$ cat config.mk
export PLATFORM = sky130hd
export DESIGN_NAME = contactless_frontend_status
export DESIGN_NICKNAME = d
export VERILOG_FILES = /design/src/rtl/status_pkg.sv /design/src/rtl/loop_status_if.sv /design/src/rtl/sample_clip_detect.sv /design/src/rtl/loop_limit_monitor.sv /design/src/rtl/contactless_frontend_status.sv
export SDC_FILE = /design/constraint.sdc
export NUM_CORES = 1
export LEC_CHECK = 0
export BUFFER_PORTS_ARGS = -buffer_cell sky130_fd_sc_hd__buf_4
export CAP_MARGIN = 20
export CORE_ASPECT_RATIO = 0.8
export CORE_MARGIN = 8
export CORE_UTILIZATION = 34
export CTS_BUF_LIST = sky130_fd_sc_hd__clkbuf_8
export CTS_CLUSTER_DIAMETER = 30
export DETAILED_ROUTE_END_ITERATION = 6
export GPL_ROUTABILITY_DRIVEN = 0
export PLACE_DENSITY = 0.62
export SLEW_MARGIN = 0
export SYNTH_ARGS = -nofsm -noshare
export SYNTH_HDL_FRONTEND = slang
export SYNTH_SLANG_ARGS = --single-unit
$ cat constraint.sdc
create_clock -name mclk -period 2.2 [get_ports mclk]
set_clock_uncertainty 0.05 [all_clocks]
set_input_delay 0.11 -clock mclk [delete_from_list [all_inputs] [get_ports mclk]]
set_output_delay 0.11 -clock mclk [all_outputs]
set_load 0.005 [all_outputs]
$ cat src/rtl/status_pkg.sv
// Constants, field layout and types for the front-end status register bank.
// Assumes one 50 MHz clock and an APB master with 32-bit data.
//
// Overview of operation
// - Read-only status word at index 0x07
// - Bit 29 checksum good, resets to one
// - Bit 28 follows subcarrier detection
// - Bit 27 set on start-of-frame recognition
// - Bit 26 shows own transmit drivers on
// - Bit 25 shows filtered external field
// - Bit 24 sticky clipping, cleared by receiver reset
// - Bit 22 loop integrator at zero or maximum
// - Bit 21 loop inside configured saturation range
// - Coarse, fine, superfine frequency lock bits
// - Bit 17 shows loop phase lock
// - Bit 16 shows loop enabled by controller
// - Busy bit while buffer transfer runs
// - Bit 13 late fetch flag, aborts transmission
package status_pkg;

  // Register indices; byte address is four times the index
  localparam int unsigned STATUS_INDEX = 7;
  localparam int unsigned CONTROL_INDEX = 8;
  localparam int unsigned ADDR_W = 12;
  localparam logic [11:0] STATUS_ADDR = 12'(STATUS_INDEX * 4);
  localparam logic [11:0] CONTROL_ADDR = 12'(CONTROL_INDEX * 4);

  // Status word bit positions
  localparam int unsigned CRC_OK_BIT = 29;
  localparam int unsigned SUBCARRIER_BIT = 28;
  localparam int unsigned SOF_BIT = 27;
  localparam int unsigned OWN_FIELD_BIT = 26;
  localparam int unsigned EXT_FIELD_BIT = 25;
  localparam int unsigned Q_CLIP_BIT = 24;
  localparam int unsigned LOOP_LIMIT_BIT = 22;
  localparam int unsigned LOOP_RANGE_BIT = 21;
  localparam int unsigned LOCK_SUPERFINE_BIT = 20;
  localparam int unsigned LOCK_FINE_BIT = 19;
  localparam int unsigned LOCK_COARSE_BIT = 18;
  localparam int unsigned PHASE_LOCK_BIT = 17;
  localparam int unsigned LOOP_ENABLED_BIT = 16;
  localparam int unsigned BUFFER_BUSY_BIT = 14;
  localparam int unsigned TX_READ_ERR_BIT = 13;
  localparam logic [31:0] STATUS_RESET = 32'h2000_0000;

  // Control word layout
  localparam int unsigned CTRL_CRC_INV_BIT = 0;
  localparam int unsigned CTRL_SAT_LSB = 8;
  localparam int unsigned SAT_W = 8;
  localparam logic [31:0] CONTROL_RESET = 32'h0000_0000;
  localparam logic [31:0] CONTROL_MASK = 32'h0000_ff01;

  // Datapath widths and constants
  localparam int unsigned CRC_W = 16;
  localparam logic [15:0] CRC_RESIDUE = 16'hf0b8;
  localparam int unsigned SAMPLE_W = 6;
  localparam logic [5:0] SAMPLE_MIN = 6'h00;
  localparam logic [5:0] SAMPLE_MAX = 6'h3f;
  localparam int unsigned INTEG_W = 10;
  localparam logic [9:0] INTEG_MAX = 10'h3ff;

  typedef enum logic [1:0] {
    APB_IDLE = 2'b01,
    APB_ANSWER = 2'b10
  } apb_state_type;

endpackage : status_pkg

$ cat src/rtl/loop_status_if.sv
// Carries the phase loop integrator and its limit flags between modules.
// Assumes both ends share mclk.
`timescale 1ns/1ps
interface loop_status_if;
  logic [status_pkg::INTEG_W-1:0] integrator;
  logic [status_pkg::SAT_W-1:0] saturationSetting;
  logic atLimit;
  logic inRange;

  modport monitor (
    input integrator,
    input saturationSetting,
    output atLimit,
    output inRange
  );
  modport owner (
    output integrator,
    output saturationSetting,
    input atLimit,
    input inRange
  );
endinterface : loop_status_if

$ cat src/rtl/sample_clip_detect.sv
// Sticky clipping flag for the quadrature ADC channel.
// Assumes samples and receiver enable come from logic on mclk.
`timescale 1ns/1ps
module sample_clip_detect (
  input wire logic mclk,
  input wire logic sys_rst,
  input wire logic [status_pkg::SAMPLE_W-1:0] sample,
  input wire logic rxReset,
  output logic clipped
);

  logic next_clipped;
  logic railHit;

  always_comb begin
    railHit = (sample == status_pkg::SAMPLE_MIN) ||
              (sample == status_pkg::SAMPLE_MAX);
    next_clipped = clipped;
    if (rxReset) begin
      next_clipped = 1'b0;
    end
    // A rail hit in the reset cycle still counts
    if (railHit) begin
      next_clipped = 1'b1;
    end
  end

  always_ff @(posedge mclk) begin
    if (sys_rst) begin
      clipped <= 1'b0;
    end else begin
      clipped <= next_clipped;
    end
  end

endmodule : sample_clip_detect

$ cat src/rtl/loop_limit_monitor.sv
// Watches the phase loop integrator against its hard and soft limits.
// Assumes the integrator value is on mclk.
`timescale 1ns/1ps
module loop_limit_monitor (
  input wire logic mclk,
  input wire logic sys_rst,
  loop_status_if.monitor loopBus
);

  logic next_atLimit;
  logic next_inRange;
  logic atLimit;
  logic inRange;
  logic [status_pkg::INTEG_W-1:0] satWide;

  always_comb begin
    satWide = status_pkg::INTEG_W'(loopBus.saturationSetting);
    next_atLimit = (loopBus.integrator == '0) ||
                   (loopBus.integrator == status_pkg::INTEG_MAX);
    next_inRange = (loopBus.integrator <= satWide) ||
                   (loopBus.integrator >= (status_pkg::INTEG_MAX - satWide));
  end

  always_ff @(posedge mclk) begin
    if (sys_rst) begin
      atLimit <= 1'b0;
      inRange <= 1'b0;
    end else begin
      atLimit <= next_atLimit;
      inRange <= next_inRange;
    end
  end

  assign loopBus.atLimit = atLimit;
  assign loopBus.inRange = inRange;

endmodule : loop_limit_monitor

$ cat src/rtl/contactless_frontend_status.sv
// Front-end status register bank with an APB slave.
// Assumes every status source and the APB master run on mclk.
// Status sources are same-clock levels; a read shows them two edges late, the limit and sticky flags three.
// The control word at index 8 is local: checksum mode and loop band.
//
// Register access over APB is this design's own decision.
`timescale 1ns/1ps
module contactless_frontend_status (
  input wire logic mclk,
  input wire logic sys_rst,
  // APB slave
  input wire logic psel,
  input wire logic penable,
  input wire logic pwrite,
  input wire logic [11:0] paddr,
  input wire logic [31:0] pwdata,
  output logic [31:0] prdata,
  output logic pready,
  output logic pslverr,
  // Field and checksum sources
  input wire logic [status_pkg::CRC_W-1:0] crcValue,
  input wire logic subcarrierSeen,
  input wire logic sofSeen,
  input wire logic ownFieldOn,
  input wire logic externalFieldPresent,
  // Receiver
  input wire logic [status_pkg::SAMPLE_W-1:0] quadratureSample,
  input wire logic rxEnable,
  // Phase loop
  input wire logic [status_pkg::INTEG_W-1:0] loopIntegrator,
  input wire logic loopFrequencyLockSuperfine,
  input wire logic loopFrequencyLockFine,
  input wire logic loopFrequencyLockCoarse,
  input wire logic loopPhaseLocked,
  input wire logic loopEnabled,
  // Buffer, transmit and control word copies
  input wire logic bufferManagerBusy,
  input wire logic txActive,
  input wire logic txFetchLate,
  output logic txAbort,
  output logic crcInverted,
  output logic [status_pkg::SAT_W-1:0] loopSaturationSetting
);

  ////////////////////////////////////////////////////////////////////////////
  // Declarations

  status_pkg::apb_state_type apbState;
  status_pkg::apb_state_type next_apbState;
  logic [31:0] next_prdata;
  logic next_pready;
  logic next_pslverr;

  logic [31:0] controlWord;
  logic [31:0] next_controlWord;

  logic [31:0] statusWord;
  logic [31:0] next_statusWord;

  logic rxEnablePrev;
  logic next_rxEnablePrev;
  logic rxReset;
  logic sofHeld;
  logic next_sofHeld;
  logic txReadError;
  logic next_txReadError;
  logic txActivePrev;
  logic next_txActivePrev;
  logic next_txAbort;
  logic txStart;

  logic qClipped;
  logic setupPhase;
  logic completing;
  logic hitStatus;
  logic hitControl;

  // Loop limit flags travel in the interface
  loop_status_if loopBus ();

  ////////////////////////////////////////////////////////////////////////////
  // Helpers

  // Checksum good test, residue form when the inverted variant is used
  function automatic logic crcGood(
    input logic [status_pkg::CRC_W-1:0] value,
    input logic inverted
  );
    logic good;
    good = inverted ? (value == status_pkg::CRC_RESIDUE) : (value == '0);
    return good;
  endfunction : crcGood

  // Whole-address compare; other offsets answer with an error
  function automatic logic isAddr(
    input logic [11:0] addr,
    input logic [11:0] target
  );
    return addr == target;
  endfunction : isAddr

  ////////////////////////////////////////////////////////////////////////////
  // Submodules

  assign loopBus.integrator = loopIntegrator;
  assign loopBus.saturationSetting =
    controlWord[status_pkg::CTRL_SAT_LSB +: status_pkg::SAT_W];

  // Limit flags come back one edge late
  loop_limit_monitor loopMonitor (
    .mclk(mclk),
    .sys_rst(sys_rst),
    .loopBus(loopBus.monitor)
  );

  // Clip flag clears when the receiver starts
  sample_clip_detect clipDetect (
    .mclk(mclk),
    .sys_rst(sys_rst),
    .sample(quadratureSample),
    .rxReset(rxReset),
    .clipped(qClipped)
  );

  ////////////////////////////////////////////////////////////////////////////
  // APB slave

  always_comb begin
    setupPhase = psel && !penable;
    completing = psel && penable && pready;
    hitStatus = isAddr(paddr, status_pkg::STATUS_ADDR);
    hitControl = isAddr(paddr, status_pkg::CONTROL_ADDR);
    next_apbState = apbState;
    next_prdata = prdata;
    next_pready = 1'b0;
    next_pslverr = 1'b0;
    unique case (apbState)
      status_pkg::APB_IDLE: begin
        // Answer one cycle after setup, no wait states
        if (setupPhase) begin
          next_apbState = status_pkg::APB_ANSWER;
          next_pready = 1'b1;
          next_prdata = 32'h0000_0000;
          if (!pwrite && hitStatus) begin
            next_prdata = statusWord;
          end else if (!pwrite && hitControl) begin
            next_prdata = controlWord;
          end
          next_pslverr = !(hitControl || (hitStatus && !pwrite));
        end
      end
      status_pkg::APB_ANSWER: begin
        if (completing) begin
          next_apbState = status_pkg::APB_IDLE;
        end else begin
          // Hold the answer until the access edge
          next_pready = pready;
          next_pslverr = pslverr;
        end
      end
      default: begin
        next_apbState = status_pkg::APB_IDLE;
      end
    endcase
  end

  always_ff @(posedge mclk) begin
    if (sys_rst) begin
      apbState <= status_pkg::APB_IDLE;
      prdata <= 32'h0000_0000;
      pready <= 1'b0;
      pslverr <= 1'b0;
    end else begin
      apbState <= next_apbState;
      prdata <= next_prdata;
      pready <= next_pready;
      pslverr <= next_pslverr;
    end
  end

  ////////////////////////////////////////////////////////////////////////////
  // Control register

  always_comb begin
    next_controlWord = controlWord;
    // Only the checksum mode bit and the loop band bits 15:8 are kept; the rest read zero
    if (completing && pwrite && hitControl) begin
      next_controlWord = pwdata & status_pkg::CONTROL_MASK;
    end
  end

  always_ff @(posedge mclk) begin
    if (sys_rst) begin
      controlWord <= status_pkg::CONTROL_RESET;
      crcInverted <= 1'b0;
      loopSaturationSetting <= '0;
    end else begin
      controlWord <= next_controlWord;
      crcInverted <= next_controlWord[status_pkg::CTRL_CRC_INV_BIT];
      loopSaturationSetting <=
        next_controlWord[status_pkg::CTRL_SAT_LSB +: status_pkg::SAT_W];
    end
  end

  ////////////////////////////////////////////////////////////////////////////
  // Event tracking

  always_comb begin
    next_rxEnablePrev = rxEnable;
    // Receiver reset happens when the receiver is switched on
    rxReset = rxEnable && !rxEnablePrev;
    next_sofHeld = sofHeld;
    if (rxReset) begin
      next_sofHeld = 1'b0;
    end
    if (sofSeen) begin
      next_sofHeld = 1'b1;
    end

    next_txActivePrev = txActive;
    next_txReadError = txReadError;
    // New transmission starts with a clean error flag
    txStart = txActive && !txActivePrev;
    if (txStart) begin
      next_txReadError = 1'b0;
    end

    if (txActive && txFetchLate) begin
      next_txReadError = 1'b1;
    end

    next_txAbort = txActive && txFetchLate;
  end

  always_ff @(posedge mclk) begin
    if (sys_rst) begin
      // Edge detectors start at the idle level of their enables
      rxEnablePrev <= 1'b0;
      sofHeld <= 1'b0;
      txActivePrev <= 1'b0;
      txReadError <= 1'b0;
      txAbort <= 1'b0;
    end else begin
      rxEnablePrev <= next_rxEnablePrev;
      sofHeld <= next_sofHeld;
      txActivePrev <= next_txActivePrev;
      txReadError <= next_txReadError;
      txAbort <= next_txAbort;
    end
  end

  ////////////////////////////////////////////////////////////////////////////
  // Status word assembly

  always_comb begin
    next_statusWord = 32'h0000_0000;
    next_statusWord[status_pkg::CRC_OK_BIT] =
      crcGood(crcValue, controlWord[status_pkg::CTRL_CRC_INV_BIT]);

    next_statusWord[status_pkg::SUBCARRIER_BIT] = subcarrierSeen;
    next_statusWord[status_pkg::SOF_BIT] = sofHeld;
    next_statusWord[status_pkg::OWN_FIELD_BIT] = ownFieldOn;
    next_statusWord[status_pkg::EXT_FIELD_BIT] = externalFieldPresent;
    next_statusWord[status_pkg::Q_CLIP_BIT] = qClipped;

    next_statusWord[status_pkg::LOOP_LIMIT_BIT] = loopBus.atLimit;
    next_statusWord[status_pkg::LOOP_RANGE_BIT] = loopBus.inRange;
    next_statusWord[status_pkg::LOCK_SUPERFINE_BIT] =
      loopFrequencyLockSuperfine;
    next_statusWord[status_pkg::LOCK_FINE_BIT] = loopFrequencyLockFine;
    next_statusWord[status_pkg::LOCK_COARSE_BIT] = loopFrequencyLockCoarse;
    next_statusWord[status_pkg::PHASE_LOCK_BIT] = loopPhaseLocked;
    next_statusWord[status_pkg::LOOP_ENABLED_BIT] = loopEnabled;

    next_statusWord[status_pkg::BUFFER_BUSY_BIT] = bufferManagerBusy;
    next_statusWord[status_pkg::TX_READ_ERR_BIT] = txReadError;
  end

  // Registered so a read sees one coherent snapshot, one cycle late
  // Reset value keeps the checksum flag high
  always_ff @(posedge mclk) begin
    if (sys_rst) begin
      statusWord <= status_pkg::STATUS_RESET;
    end else begin
      statusWord <= next_statusWord;
    end
  end

endmodule : contactless_frontend_status

[Word-level counts from Yosys, hierarchy flattened]
Index checks and enable logic that the tools add are counted.
W data, S select, Z words.
Word-level totals
  register bits: 94
  bits of input ports: 94
  output and inout port bits: 44
Operators by class
  $add $sub $neg: 1
  $lt $le $gt $ge: 2
  eq/ne operators: 9
  mux-type cells: 17
  reduce and logical (&&, ||, !) cells: 27
Operators with widths (number)
  $mux W16: 2
  $mux W32: 1
  $eq A16 B16 Y1 const B: 1
  $logic_not A16 Y1: 1
  $eq A12 B5 Y1 const B: 1
  $eq A12 B6 Y1 const B: 1
  $eq A10 B10 Y1 const B: 1
  $ge A10 B10 Y1: 1
  $le A10 B8 Y1: 1
  $logic_and A1 B1 Y1: 10
  $logic_not A10 Y1: 1
  $sub A1 B9 Y10 const A: 1
  $mux W1: 9
  $eq A6 B6 Y1 const B: 1
  $logic_not A6 Y1: 1
  $reduce_bool A2 Y1: 3
  $logic_not A1 Y1: 5
  $logic_or A1 B1 Y1: 4
  $mux W2: 2
  $ne A2 B2 Y1 const B: 2
  $pmux W1 S2: 2
  $pmux W2 S2: 1
  $reduce_and A2 Y1: 2
  $eq A2 B1 Y1 const B: 1
  $eq A2 B2 Y1 const B: 1

[Longest topological paths before layout]
  depth in word-level cells: 6
  gate-level depth with buffers: 7
  depth with buffers taken out: 7

[Hierarchy]
Synthesis repeated with hierarchy kept, for this count alone.
Unflattened totals
  cell total of the unflattened synthesis: 292
  area, all modules: 2607.5 µm²
By module, submodules not included
  contactless_frontend_status: instances 1, cells an instance 220, area each 2059.5 µm², seq. area each 1101.1 µm²
  loop_limit_monitor: instances 1, cells an instance 64, area each 480.5 µm², seq. area each 40.0 µm²
  sample_clip_detect: instances 1, cells an instance 8, area each 67.6 µm², seq. area each 20.0 µm²

[Worst setup path after synthesis]
Ideal clock, no wire load.
  kind: input to register
  start point: input paddr[3]
  end point: register controlWord[0]
  setup time: 0.128 ns
  arrival time: 1.463 ns
  required time: 2.022 ns
  path slack: 0.560 ns
  stages on the path: 5
  buffers on the path: 1
  cell sequence: or4b_4 or4_4 buf_6 mux2i_1 nor2_1
Between the ends
  cells in the longest elaborated chain, start to end: 3
RTL lines
  start: declaration: line contactless_frontend_status.sv:15  | input wire logic [11:0] paddr,
  $eq A12 B6 Y1: line contactless_frontend_status.sv:99  | return addr == target;
  $logic_and A1 B1 Y1: line contactless_frontend_status.sv:187  | if (completing && pwrite && hitControl) begin
  $mux W16: line contactless_frontend_status.sv:187
  end signal: assignment: line contactless_frontend_status.sv:194  | controlWord <= status_pkg::CONTROL_RESET;
  end signal: assignment: line contactless_frontend_status.sv:198  | controlWord <= next_controlWord;
  end: declaration: line contactless_frontend_status.sv:54  | logic [31:0] controlWord;
Every way passes these cells.
A chain may end at the register's enable or synchronous reset.

[Worst setup path after layout]
  start point: input quadratureSample[2] (netlist name)
  end point: register clipDetect.clipped
Between the ends
  cells in the longest elaborated chain, start to end: 3
  elaborated cells on any way between the ends: 5
RTL lines
  start: declaration: line contactless_frontend_status.sv:27  | input wire logic [status_pkg::SAMPLE_W-1:0] quadratureSample,
  $eq A6 B6 Y1 / $logic_not A6 Y1 (equally long branches): line sample_clip_detect.sv:17, sample_clip_detect.sv:16
  $logic_or A1 B1 Y1 *: line sample_clip_detect.sv:16  | railHit = (sample == status_pkg::SAMPLE_MIN) ||
  $mux W1 / $reduce_bool A2 Y1 (equally long branches)
  end signal: assignment: line sample_clip_detect.sv:32  | clipped <= next_clipped;
  end: declaration: line sample_clip_detect.sv:9  | output logic clipped
Every way passes the cells marked *; elsewhere a longest branch is shown, timed or not.

==> summary.md <==
| Metric | Value |
|---|---|
| Status | `completed` |
| Hold Path Origin | `crcValue[10]` |
| Crit Path Class | `in -> reg` |
| Main synth FF type | `dfxtp_1` |
| Pre-CTS setup slack | `0.324 ns` |
| CTS H-Tree Depth | `3` |
| VDD IR-drop max | `0.000379 V` |
| Hpwl dp | `5310 um` |
| Crit. End Element | `register` |
| Total GRT Usage | `13.9%` |
| Fmax | `481 MHz` |
| Seq/Total Area, Yosys | `46.2%` |
| Post-CTS Resized | `0` |
| Setup crit start kind | `input pin` |
| FP Rows | `28` |
| Final Setup Violations | `0` |
| Worst hold slack | `0.0289 ns` |
| Gate count after technology mapping | `279` |
| EDFF count, synth | `0` |
| First-pass GRT wire length | `11700 um` |
| Layout area overhead | `53.6%` |
| Die width | `112 um` |
| P per Cell Area | `661 nW/um^2` |
| Crit path required time | `2.41 ns` |
| Final core utilization | `53.0%` |
| Largest fanout on the critical path | `2` |
| Starting Density | `34.5%` |
| Num CTS Buffers | `9` |
| Die area | `10400 um^2` |
| Initial antenna violation count | `0` |
| RSZ-0062 raised after global routing | `false` |
| Cell Count Post-Placement | `467` |
| Starting DRT DRC Count | `81` |
| #FFs+latches synth | `58` |
| Setup TNS Final | `0 ns` |
| Die H | `92.9 um` |
| Hold Fails Final Rpt | `0` |
| CP startpoint | `quadratureSample[2]` |
| Final WS setup | `0.120 ns` |
| Diode count | `0` |
| Vias in the first global route | `2403` |
| I/O pins | `138` |
| Vias/cell | `4.83` |
| Period utilization | `94.6%` |
| Maxcap violations | `0` |
| Longest Clk Path Bufs | `2` |
| Fill count | `673` |
| Final #Nets | `523` |
| Slew headroom | `62.1%` |
| CTS root buffer | `clkbuf_8` |
| Clock sinks | `58` |
| Largest net degree at the start of global routing | `52` |
| Wirelength, routed | `7360 um` |
| Core ar. | `7290 um^2` |
| Worst endpoint data arrival time | `2.29 ns` |
| Clock-pin slew on the worst setup and hold paths | `0.07 ns` |
| YS warnings | `0` |
| Yosys cell types | `35` |
| Static Leak | `0.00176 uW` |
| Final Critical Period | `2.08 ns` |
| Vias | `2452` |
| Pre-Repair DR Iteration Count | `4` |
| Share of layout cells above drive strength 1 | `30.9%` |
| Slew @ Worst Pin | `0.568 ns` |
| Port bufs | `104` |
| Number of max-slew violations in the final report | `0` |
| RR Startpoint | `loopSaturationSetting[3]` |
| Clk Latency, worst-skew pair | `0.33 ns` |
| Drt drc | `0` |
| Synth async-reset ratio | `0%` |
| GRT overflow | `0` |
| Average size of a mapped cell | `9.01 um^2` |
| Netlist Area Pre-Place | `2510 um^2` |
| DRT antenna net count | `0` |
| Hold crit path type | `in -> reg` |
| Cell Count, Final, Fillers Out | `508` |
| Mean routed wirelength per cell | `14.5 um` |
| CTS tree | `built` |
-- metrics by stage --
stage               instance area (um^2)  total power, uW
floorplan                           2550             1190
global placement                    3360             1320
detailed placement                  3360             1320
CTS                                 3860             2590
global route                        3860             2650
finish                              3860             2550
-- cell usage after synthesis, types with 3 or more instances --
cell type   n  share of area [%]
nor2_1     35                5.2
o21a_1      3               0.90
o21ai_0     4               0.80
nand3_1    11                2.2
ha_1       16                8.0
inv_1      16                2.4
nand4_1     5                1.2
a31oi_1     3               0.75
nand2_1    16                2.4
clkbuf_1    8                1.2
mux2i_1     9                3.6
nor3_1      6                1.2
dfxtp_1    58                 46
nor4_1      9                2.2
nor2b_1    18                4.5
nand2b_1    3               0.75
a21oi_1    18                3.6
buf_4      10                3.0
a22oi_1    13                3.9
-- state kept, by name, summed over array words and instances (netlist names) --
name / flops
loopMonitor.loopBus.atLimit: 1
txReadError: 1
txAbort: 1
prdata: 22
clipDetect.clipped: 1
loopSaturationSetting: 8
controlWord: 1
sofHeld: 1
pslverr: 1
statusWord: 15
loopMonitor.loopBus.inRange: 1
pready: 1
apbState: 2
txActivePrev: 1
rxEnablePrev: 1
-- cell usage in the layout, fill, tap and decap left out, types with 4 or more instances in the layout --
master and n:
clkbuf_8 9, buf_4 109, a22oi_1 13, inv_1 16, a21oi_1 18, o21ai_0 4, dfxtp_1 58, dlygate4sd3_1 25
nand4_1 5, nor2_1 35, nand2_1 16, nor4_1 9, nor3_1 5, ha_1 16, nand3_1 11, conb_1 10
nor2b_1 18, mux2i_1 9
-- timing repair --
action / CTS / global route
setup buffers: 0 / 0
hold buffers: 25 / 0
hold endpoints to repair: 24 / 0
endpoints found under the setup margin: 0 / 0
-- report_power, final --
part / leakage, uW / internal, uW / switching (uW) / total (uW)
clock network: 0.000124 / 762 / 459 / 1220
registers: 0.000472 / 1070 / 8.78 / 1080
logic: 0.00116 / 146 / 103 / 250
total: 0.00176 / 1980 / 571 / 2550
-- worst max-delay path: stages --
cell and delay [ns]:
dlygate4sd3_1 0.53, buf_4 0.13, nor4_1 0.20, dlygate4sd3_1 0.60, nand2_1 0.05, dlygate4sd3_1 0.55, a21oi_1 0.12
-- routing by layer --
| metal | vias to the layer above | global-route usage [%] | part of all wire [%] |
|---|---|---|---|
| met5 | - | 0 | 0 |
| met4 | 0 | 4.70 | 0.46 |
| met3 | 6 | 6.50 | 8.9 |
| met2 | 90 | 22.4 | 45 |
| met1 | 1141 | 16.1 | 45 |
| li1 | 1215 | - | - |
-- cell type report --
type / instances / area, um^2 / share of cell area [%]
repair buffers: 134 / 1070 / 27.7
inverters: 16 / 60.1 / 1.56
well taps: 90 / 113 / 2.92
multi-input cells: 194 / 1210 / 31.3
flip-flops and latches: 58 / 1160 / 30.1
clock buffers: 9 / 124 / 3.21
clock inverters: 7 / 125 / 3.24
-- final timing paths --
check                                     end  slack (ns)  depth (start not counted)
hold reg to reg                statusWord[22]        0.39                          1
setup reg to reg  loopMonitor.loopBus.inRange        0.38                          6
setup / recovery           clipDetect.clipped        0.12                          7
hold / removal                 statusWord[29]        0.03                          4
-- logic make-up (layout without fill, tap and decap cells) --
group | after synthesis | in the layout | share of synthesized area [%]
fa+ha+maj | 16 | 16 | 7.96
flops | 58 | 58 | 46.2
buf+inv | 36 | 166 | 7.22
simple gates | 111 | 111 | 22.5
compound gates | 48 | 48 | 12.3
other cells | 1 | 10 | 0.149
mux | 9 | 9 | 3.58
Power figures use the tool's default switching activity.
